$ cat config.mk
export PLATFORM = sky130hd
export DESIGN_NAME = pps_port_status
export DESIGN_NICKNAME = d
export VERILOG_FILES = /design/src/hdl/pps_pkg.sv /design/src/hdl/pps_port_status.sv
export SDC_FILE = /design/constraint.sdc
export NUM_CORES = 1
export LEC_CHECK = 0
export BUFFER_PORTS_ARGS = -buffer_cell sky130_fd_sc_hd__buf_2
export CAP_MARGIN = 20
export CORE_MARGIN = 5
export CORE_UTILIZATION = 30
export DETAILED_ROUTE_END_ITERATION = 12
export GPL_ROUTABILITY_DRIVEN = 0
export PLACE_DENSITY_LB_ADDON = 0.08
export REMOVE_ABC_BUFFERS = 1
export SYNTH_ARGS = -nofsm -noshare
export SYNTH_HDL_FRONTEND = slang
export SYNTH_SLANG_ARGS = --single-unit
$ cat constraint.sdc
create_clock -name i_clk -period 2.1 [get_ports i_clk]
set_input_delay 0.21 -clock i_clk [delete_from_list [all_inputs] [get_ports i_clk]]
set_output_delay 0.21 -clock i_clk [all_outputs]
set_load 0.02 [all_outputs]
$ cat src/hdl/pps_pkg.sv
// Package: register map, field layout and codes of the port status block
package pps_pkg;

    // ****************************************
    // Bus
    // ****************************************
    localparam int ADDR_W = 8;
    localparam int DATA_W = 32;
    localparam logic [7:0] STATUS_INDEX = 8'h1A;
    localparam logic [7:0] STATUS_ADDR = 8'h68;
    localparam logic [7:0] IRQ_STATUS_ADDR = 8'h70;
    localparam logic [7:0] IRQ_MASK_ADDR = 8'h74;
    localparam logic [7:0] CONTROL_ADDR = 8'h78;
    localparam logic [7:0] THRESH_ADDR = 8'h7C;
    localparam logic [31:0] UNMAPPED_DATA = 32'h0000_0000;

    // ****************************************
    // Field positions
    // ****************************************
    localparam int UNDER_BIT = 29;
    localparam int OVER_BIT = 28;
    localparam int SELF_TEST_BIT = 27;
    localparam int REDUCED_BIT = 26;
    localparam int NONNEG_LSB = 24;
    localparam int SUPPLIER_LSB = 22;
    localparam int LEVEL_LSB = 20;
    localparam int ORIGIN_LSB = 18;

    // ****************************************
    // Field codes
    // ****************************************
    localparam logic [1:0] NONNEG_NORMAL = 2'h0;
    localparam logic [1:0] NONNEG_LEGACY_SINK = 2'h1;
    localparam logic [1:0] NONNEG_LEGACY_SOURCE = 2'h2;
    localparam logic [1:0] SUPPLIER_NONE = 2'h0;
    localparam logic [1:0] SUPPLIER_PD_NO_USB = 2'h1;
    localparam logic [1:0] SUPPLIER_NON_PD = 2'h2;
    localparam logic [1:0] SUPPLIER_PD_USB = 2'h3;
    localparam logic [1:0] LEVEL_SAFE0V = 2'h0;
    localparam logic [1:0] LEVEL_SAFE5V = 2'h1;
    localparam logic [1:0] LEVEL_NEGOTIATED = 2'h2;
    localparam logic [1:0] LEVEL_OUTSIDE = 2'h3;
    localparam logic [1:0] ORIGIN_UNKNOWN = 2'h0;
    localparam logic [1:0] ORIGIN_AUX = 2'h1;
    localparam logic [1:0] ORIGIN_DEAD_BATTERY = 2'h2;
    localparam logic [1:0] ORIGIN_VBUS = 2'h3;

    // Mode register codes reported alongside the status word
    localparam logic [3:0] MODE_NORMAL = 4'h0;
    localparam logic [3:0] MODE_SELF_TEST = 4'h1;
    localparam logic [3:0] MODE_REDUCED = 4'h2;

    // VBUS level limits in millivolts
    localparam logic [15:0] SAFE0V_MAX_MV = 16'h0320;
    localparam logic [15:0] SAFE5V_MIN_MV = 16'h128E;
    localparam logic [15:0] SAFE5V_MAX_MV = 16'h157C;

    // ****************************************
    // Reset values
    // ****************************************
    localparam logic [15:0] LOW_THRESH_RESET = 16'h128E;
    localparam logic [15:0] HIGH_THRESH_RESET = 16'h157C;
    localparam logic [7:0] IRQ_MASK_RESET = 8'h00;
    localparam logic [2:0] CONTROL_RESET = 3'h0;

    // Interrupt event bits
    localparam int EV_UNDER = 0;
    localparam int EV_OVER = 1;
    localparam int EV_SELF_TEST = 2;
    localparam int EV_REDUCED = 3;
    localparam int EV_NONNEG = 4;
    localparam int EV_LEVEL = 5;
    localparam int EV_SUPPLIER = 6;
    localparam int EV_ORIGIN = 7;
    localparam int EV_W = 8;

    // ****************************************
    // Carriers
    // ****************************************
    typedef struct packed {
        logic write;
        logic read;
        logic [ADDR_W-1:0] address;
        logic [3:0] byteenable;
        logic [DATA_W-1:0] writedata;
    } pps_avs_req_type;

    typedef struct packed {
        logic is_source;
        logic is_sink;
        logic connected;
        logic contract;
        logic self_test_run;
        logic min_received;
        logic min_sent;
        logic src_caps_received;
        logic hard_reset;
        logic far_supplies;
        logic far_is_pd;
        logic far_usb;
        logic dead_battery;
        logic aux_powered;
        logic vbus_powered;
        logic [15:0] vbus_mv;
        logic [15:0] negotiated_min_mv;
        logic [15:0] negotiated_max_mv;
    } pps_port_state_type;

    typedef struct packed {
        logic valid;
        logic [7:0] data;
    } pps_msg_type;

endpackage

$ cat src/hdl/pps_port_status.sv
// Port status upper fields with Avalon-MM register slave and interrupt
`timescale 1ns/1ps

module pps_port_status
    import pps_pkg::*;
#(
    parameter int ADDR_WIDTH = ADDR_W
) (
    // Clock and reset
    input wire logic i_clk,
    input wire logic i_reset,
    // Avalon-MM slave
    input wire pps_pkg::pps_avs_req_type i_avs_req,
    output logic [31:0] o_avs_readdata,
    output logic o_avs_waitrequest,
    // Port state from policy and measurement logic
    input wire pps_pkg::pps_port_state_type i_port,
    // Received PD messages
    input wire pps_pkg::pps_msg_type i_rx_msg,
    // Messages passed on to the protocol engine
    output pps_pkg::pps_msg_type o_rx_msg,
    // Operating mode code
    output logic [3:0] o_mode_code,
    // Interrupt
    output logic o_irq
);
    import pps_pkg::*;

    typedef enum logic [2:0] {
        BUS_IDLE = 3'b001,
        BUS_ACK = 3'b010,
        BUS_DONE = 3'b100
    } pps_bus_state_type;

    // ****************************************
    // Helpers
    // ****************************************
    function automatic logic [1:0] level_class(input logic [15:0] mv, input logic [15:0] lo, input logic [15:0] hi);
        if (mv < SAFE0V_MAX_MV) begin
            level_class = LEVEL_SAFE0V;
        end else if (mv >= SAFE5V_MIN_MV && mv <= SAFE5V_MAX_MV) begin
            level_class = LEVEL_SAFE5V;
        end else if (mv >= lo && mv <= hi) begin
            level_class = LEVEL_NEGOTIATED;
        end else begin
            level_class = LEVEL_OUTSIDE;
        end
    endfunction

    logic [15:0] low_thresh_reg;
    logic [15:0] high_thresh_reg;
    logic [2:0] control_reg;
    logic [EV_W-1:0] irq_status_reg;
    logic [EV_W-1:0] irq_mask_reg;
    logic under_reg;
    logic over_reg;
    logic self_test_reg;
    logic reduced_reg;
    logic [1:0] nonneg_reg;
    logic [1:0] supplier_reg;
    logic [1:0] level_reg;
    logic [1:0] origin_reg;
    logic [31:0] status_word;
    pps_bus_state_type bus_state_reg;
    logic wr_hit;

    // ****************************************
    // Status fields
    // ****************************************
    always_ff @(posedge i_clk) begin
        if (i_reset) begin
            under_reg <= 1'b0;
            over_reg <= 1'b0;
        end else begin
            under_reg <= i_port.connected && i_port.is_source && (i_port.vbus_mv < low_thresh_reg);
            over_reg <= i_port.connected && i_port.is_source && (i_port.vbus_mv > high_thresh_reg);
        end
    end

    always_ff @(posedge i_clk) begin
        if (i_reset) begin
            self_test_reg <= 1'b0;
        end else begin
            self_test_reg <= i_port.self_test_run;
        end
    end

    always_ff @(posedge i_clk) begin
        if (i_reset) begin
            reduced_reg <= 1'b0;
        end else if (!i_port.contract || !i_port.connected || i_port.hard_reset || i_port.src_caps_received) begin
            reduced_reg <= 1'b0;
        end else if ((i_port.min_received && i_port.is_sink) || (i_port.min_sent && i_port.is_source)) begin
            reduced_reg <= 1'b1;
        end
    end

    // Legacy mode chosen by software control bits
    always_ff @(posedge i_clk) begin
        if (i_reset) begin
            nonneg_reg <= NONNEG_NORMAL;
        end else if (control_reg[1:0] == NONNEG_LEGACY_SINK || control_reg[1:0] == NONNEG_LEGACY_SOURCE) begin
            nonneg_reg <= control_reg[1:0];
        end else begin
            nonneg_reg <= NONNEG_NORMAL;
        end
    end

    always_ff @(posedge i_clk) begin
        if (i_reset) begin
            supplier_reg <= SUPPLIER_NONE;
        end else if (!i_port.far_supplies || i_port.is_source) begin
            supplier_reg <= SUPPLIER_NONE;
        end else if (!i_port.far_is_pd) begin
            supplier_reg <= SUPPLIER_NON_PD;
        end else begin
            supplier_reg <= i_port.far_usb ? SUPPLIER_PD_USB : SUPPLIER_PD_NO_USB;
        end
    end

    always_ff @(posedge i_clk) begin
        if (i_reset) begin
            level_reg <= LEVEL_SAFE0V;
        end else begin
            level_reg <= level_class(i_port.vbus_mv, i_port.negotiated_min_mv, i_port.negotiated_max_mv);
        end
    end

    always_ff @(posedge i_clk) begin
        if (i_reset) begin
            origin_reg <= ORIGIN_UNKNOWN;
        end else if (i_port.dead_battery) begin
            origin_reg <= ORIGIN_DEAD_BATTERY;
        end else if (i_port.aux_powered) begin
            origin_reg <= ORIGIN_AUX;
        end else if (i_port.vbus_powered) begin
            origin_reg <= ORIGIN_VBUS;
        end else begin
            origin_reg <= ORIGIN_UNKNOWN;
        end
    end

    always_comb begin
        status_word = 32'h0000_0000;
        status_word[UNDER_BIT] = under_reg;
        status_word[OVER_BIT] = over_reg;
        status_word[SELF_TEST_BIT] = self_test_reg;
        status_word[REDUCED_BIT] = reduced_reg;
        status_word[NONNEG_LSB +: 2] = nonneg_reg;
        status_word[SUPPLIER_LSB +: 2] = supplier_reg;
        status_word[LEVEL_LSB +: 2] = level_reg;
        status_word[ORIGIN_LSB +: 2] = origin_reg;
    end

    // ****************************************
    // Mode code and message gate
    // ****************************************
    always_ff @(posedge i_clk) begin
        if (i_reset) begin
            o_mode_code <= MODE_NORMAL;
        end else if (i_port.self_test_run) begin
            o_mode_code <= MODE_SELF_TEST;
        end else if (reduced_reg && i_port.is_source) begin
            o_mode_code <= MODE_REDUCED;
        end else begin
            o_mode_code <= MODE_NORMAL;
        end
    end

    always_ff @(posedge i_clk) begin
        if (i_reset) begin
            o_rx_msg <= '0;
        end else begin
            o_rx_msg.valid <= i_rx_msg.valid && (nonneg_reg == NONNEG_NORMAL);
            o_rx_msg.data <= i_rx_msg.data;
        end
    end

    // ****************************************
    // Interrupts
    // ****************************************
    logic [31:0] prev_word_reg;
    logic [EV_W-1:0] change;

    always_ff @(posedge i_clk) begin
        if (i_reset) begin
            prev_word_reg <= 32'h0000_0000;
        end else begin
            prev_word_reg <= status_word;
        end
    end

    always_comb begin
        change = '0;
        change[EV_UNDER] = prev_word_reg[UNDER_BIT] != status_word[UNDER_BIT];
        change[EV_OVER] = prev_word_reg[OVER_BIT] != status_word[OVER_BIT];
        change[EV_SELF_TEST] = prev_word_reg[SELF_TEST_BIT] != status_word[SELF_TEST_BIT];
        change[EV_REDUCED] = prev_word_reg[REDUCED_BIT] != status_word[REDUCED_BIT];
        change[EV_NONNEG] = prev_word_reg[NONNEG_LSB +: 2] != status_word[NONNEG_LSB +: 2];
        change[EV_LEVEL] = prev_word_reg[LEVEL_LSB +: 2] != status_word[LEVEL_LSB +: 2];
        change[EV_SUPPLIER] = prev_word_reg[SUPPLIER_LSB +: 2] != status_word[SUPPLIER_LSB +: 2];
        change[EV_ORIGIN] = prev_word_reg[ORIGIN_LSB +: 2] != status_word[ORIGIN_LSB +: 2];
    end

    assign wr_hit = (bus_state_reg == BUS_ACK) && i_avs_req.write;

    // Set wins over a write-one clear in the same cycle
    always_ff @(posedge i_clk) begin
        if (i_reset) begin
            irq_status_reg <= '0;
        end else if (wr_hit && i_avs_req.address == IRQ_STATUS_ADDR && i_avs_req.byteenable[0]) begin
            irq_status_reg <= (irq_status_reg & ~i_avs_req.writedata[EV_W-1:0]) | change;
        end else begin
            irq_status_reg <= irq_status_reg | change;
        end
    end

    always_ff @(posedge i_clk) begin
        if (i_reset) begin
            o_irq <= 1'b0;
        end else begin
            o_irq <= |(irq_status_reg & irq_mask_reg);
        end
    end

    // ****************************************
    // Writable registers
    // ****************************************
    always_ff @(posedge i_clk) begin
        if (i_reset) begin
            irq_mask_reg <= IRQ_MASK_RESET;
            control_reg <= CONTROL_RESET;
            low_thresh_reg <= LOW_THRESH_RESET;
            high_thresh_reg <= HIGH_THRESH_RESET;
        end else if (wr_hit) begin
            unique case (i_avs_req.address)
                IRQ_MASK_ADDR: begin
                    if (i_avs_req.byteenable[0]) irq_mask_reg <= i_avs_req.writedata[EV_W-1:0];
                end
                CONTROL_ADDR: begin
                    if (i_avs_req.byteenable[0]) control_reg <= i_avs_req.writedata[2:0];
                end
                THRESH_ADDR: begin
                    if (i_avs_req.byteenable[0]) low_thresh_reg[7:0] <= i_avs_req.writedata[7:0];
                    if (i_avs_req.byteenable[1]) low_thresh_reg[15:8] <= i_avs_req.writedata[15:8];
                    if (i_avs_req.byteenable[2]) high_thresh_reg[7:0] <= i_avs_req.writedata[23:16];
                    if (i_avs_req.byteenable[3]) high_thresh_reg[15:8] <= i_avs_req.writedata[31:24];
                end
                default: begin
                    // Status word and unmapped addresses ignore writes
                end
            endcase
        end
    end

    // ****************************************
    // Bus handshake: one wait cycle, then release
    // ****************************************
    always_ff @(posedge i_clk) begin
        if (i_reset) begin
            bus_state_reg <= BUS_IDLE;
            o_avs_waitrequest <= 1'b1;
            o_avs_readdata <= 32'h0000_0000;
        end else begin
            unique case (bus_state_reg)
                BUS_IDLE: begin
                    o_avs_waitrequest <= 1'b1;
                    if (i_avs_req.read || i_avs_req.write) begin
                        bus_state_reg <= BUS_ACK;
                        o_avs_waitrequest <= 1'b0;
                        unique case (i_avs_req.address)
                            STATUS_ADDR: o_avs_readdata <= status_word;
                            IRQ_STATUS_ADDR: o_avs_readdata <= {24'h00_0000, irq_status_reg};
                            IRQ_MASK_ADDR: o_avs_readdata <= {24'h00_0000, irq_mask_reg};
                            CONTROL_ADDR: o_avs_readdata <= {29'h0000_0000, control_reg};
                            THRESH_ADDR: o_avs_readdata <= {high_thresh_reg, low_thresh_reg};
                            default: o_avs_readdata <= UNMAPPED_DATA;
                        endcase
                    end
                end
                BUS_ACK: begin
                    bus_state_reg <= BUS_DONE;
                    o_avs_waitrequest <= 1'b1;
                end
                BUS_DONE: begin
                    bus_state_reg <= BUS_IDLE;
                    o_avs_waitrequest <= 1'b1;
                end
            endcase
        end
    end

endmodule

==> metrics.md <==
| Metric | Value |
|---|---|
| WS Path Type | flop to flop |
| Via count | approximately 5600 |
| ANT cells | 0 |
| Cts bufs inserted | 17 |
| Skew final | slightly below 9 ps |
| Syn Inst Count | 716 |
| Leading area contributor after synthesis | dfxtp_1 |
| Layout Nets | 1082 |
| Core Area | about 21000 sq um |
| Die height | 155 um |
| Num ports | between 150 and 200 |
| Crit Reg-Reg Endpoint | low_thresh_reg[9] |
| Logic gate share of total power | 10.6% |
| Max incr delay on CP | between 300 and 400 ps |
| Critical Path End Type | flop |
| Wire per inst | 16.3 um |
| Final HPWL from detailed placement | 15.2 mm |
| Initial antenna violation count | 0 |
| R2r setup slk | between 200 and 300 ps |
| Fin. Hold Viols | 0 |
| Area grow syn2layout | 29.6% |
| Min-delay worst type | input port to flop |
| Storage cell area | roughly 2400 sq um |
| Largest cells by area after synthesis | dfxtp_1 39%, ha_1 13%, a21oi_1 4.9% |
| TritonCTS clock tree | yes |
| First-pass GRT wire length | slightly above 30 mm |
| Vias in the first global route | 5789 |
| Hold Path Cell Cnt | 2 |
| Status | finished clean |
| Fin crit share | between 80 and 90% |
| DIE AREA | 23900 sq um |
| Pin count of the biggest net entering global routing | 73 |
| Initial Utilization | 30.2% |
| Ratio of cells with drive above 1 in the final layout | roughly 26% |
| Crit-path cells | nor3b_4 -> nand2_2 -> nor3_4 -> buf_4 -> and2_1 -> nor2_1 -> a211o_1 |
| Footprint of the multi-input gates | 3420 sq um |
| Worst-skew pair later-pin latency | about 400 ps |
| PortBufs | 164 |
| H-tree depth | 4 |
| Total track usage | 16.3% |
| Maximum vdd ir drop | approximately 0.49 mV |
| Pre-Repair DR Iteration Count | 4 |
| Flop pwr share | 41.3% |
| Slowest stage cell, crit path | dfxtp_1 |
| DR vias/cell | 4.75 |
| Clock power frac | 48.1% |
| Critical Path RT | 2400 ps |
| Clock transition at path regs | ~60 ps |
| Max reg flops | 32 |
| CP bufs+invs | 1 |
| Number of synthesized register bits | 122 |
| Post-CTS Setup Bufs | 0 |
| Synth cell types | between 60 and 70 |
| CTS Buffer Depth | 2 |
| Fin crit period | 1840 ps |
| Setup_tns | 0 ps |
| Seq/Total Area, Yosys | 38.9% |
| Drc violations | 0 |
| P_leak | 3.72 nW |
| Chip width | around 150 um |
| Final Max Slew Viols | 0 |
| Row Count | 53 |
| Pwr dens | 712 nW/um^2 |
| Final setup viols | 0 |
| CP arrival | around 2100 ps |
| Antenna-violating nets left | 0 |
| Syn Area/Cell | 8.77 sq um |
| Async set or reset register ratio after synthesis | 0% |
| Fmax | approximately 0.54 GHz |
| Post-cts sizing count | 0 |
| Sw Pwr | roughly 1.5 mW |
| Hold endpoint | o_rx_msg[1] |
| Worst setup SP type | flop |
| Netlist Area Pre-Place | about 6300 sq um |
| Max-cap violations | 0 |
| Yosys top cell area share | about two fifths |
| Clk sinks | 122 |
| Yosys warns | 0 |
| Family with the most delay on the worst path | simple AND/OR/NAND/NOR gates |
| R2R depth | 7 |
| Min-Delay Startpoint | i_rx_msg[1] |
| Number of synthesized flops with an enable pin | 0 |
| Routed WL | a little under 20 mm |
| Tot Pwr | roughly 5.8 mW |
| Remaining Overflow, GRT | 0 |
| DRT iter0 DRCs | 258 |
| Fill count | 2166 |
| Clock root cell | clkbuf_16 |
| Worst r2r src | bus_state_reg[1] |
| P_int | 4.33 mW |
| Synth Flop Type | dfxtp_1 |
| Max Fanout on Critical Path | 7 |
| Sw Share | 25.2% |
| Unrepaired setup endpoints after global routing | no |
layout by cell type (no fill, tap or decap), types with 13 or more instances in the layout:
cell type and count:
buf_2 163, dfxtp_1 122, nand2_1 73, inv_1 64, ha_1 63, nor2_1 61
a21oi_1 61, nor2b_1 27, a22oi_1 21, nand3_1 19, buf_4 19, nor3_1 17
clkbuf_16 17, a211o_1 14, a21o_1 14, dlygate4sd3_1 14, nand4_1 13
cells by family (layout without fill, tap and decap cells):
group / count (synthesis) / after routing / synth area share (%)
simple gates: 244 / 244 / 19.7
compound gates: 155 / 155 / 16.4
flops: 122 / 122 / 38.9
buf+inv: 98 / 293 / 6.69
fa+ha+maj: 63 / 63 / 12.5
mux: 20 / 20 / 3.88
xor+xnor: 13 / 13 / 1.81
other cells: 1 / 2 / 0.0597
worst max path at each step:
stage | from | endpoint | slack [ps] | cells after the start
3_3_place_gp | i_port[37] | level_reg[0] | 270 | 7
2_1_floorplan | bus_state_reg[2] | o_avs_readdata[29] | -150 | 5
6_report | bus_state_reg[1] | low_thresh_reg[9] | 260 | 7
4_1_cts | bus_state_reg[1] | low_thresh_reg[9] | 230 | 7
3_5_place_dp | i_port[37] | level_reg[0] | 180 | 7
5_1_grt | bus_state_reg[1] | low_thresh_reg[13] | 90 | 8
cells in the mapped netlist, drive strengths merged, types with 2 or more instances:
master  count
dfxtp     122
nand2      74
inv        64
ha         63
a21oi      61
nor2       61
nor2b      27
a22oi      21
clkbuf     19
nand3      19
nor3       18
buf        15
a211o      14
a21o       14
nand4      13
a22o       12
mux2i      12
o21ai      11
xnor2       9
and2        5
mux2        5
nand3b      5
a221oi      4
a31oi       4
nor3b       4
xor2        4
mux4        3
nand2b      3
nor4b       3
a2111o      2
a211oi      2
nor4        2
nor4bb      2
o211ai      2
o21a        2
per-stage QoR:
step / utilization (%) / worst slack (ps) / hold WS, ps / cell area (sq um) / cells
global route: 39.1 / 92.2 / 8.57 / 8140 / 1187
finish: 39.1 / 256 / 19.8 / 8140 / 1187
global placement: 35.7 / 267 / 378 / 7430 / 1141
floorplan: - / -150 / 279 / 6100 / 683
detailed placement: 35.7 / 181 / 386 / 7430 / 1141
CTS: 39.0 / 230 / 0.0132 / 8130 / 1186
power groups by stage:
stage	Sequential [mW]	Combinational [mW]	Clock, mW
final	2.39	0.615	2.79
after global placement	2.44	0.584	0
after floorplan	2.45	0.263	0
after CTS	2.39	0.623	2.88
after detailed placement	2.44	0.601	0
after global routing	2.40	0.695	2.99
layer usage:
metal	track usage, %	routed length (um)	up-vias
met2	27.1	9170	138
met3	3.92	1040	14
li1	-	-	2867
met4	4.12	226	0
met5	0	0	-
met1	21.4	8960	2616
cell type report:
class / instances / share of cell area (%)
Clock buffer: 20 / 5.61
Clock inverter: 12 / 1.43
Inverter: 64 / 2.95
Multi-Input combinational cell: 497 / 42.0
Sequential cell: 122 / 30.0
Tap cell: 275 / 4.23
Timing Repair Buffer: 197 / 13.7
repair_timing:
action,4_1_cts,5_1_grt
setup endpoints to repair,0,0
hold buffers,13,1
hold endpoints to repair,13,1
Note: power is estimated with default switching activity, not from simulation.
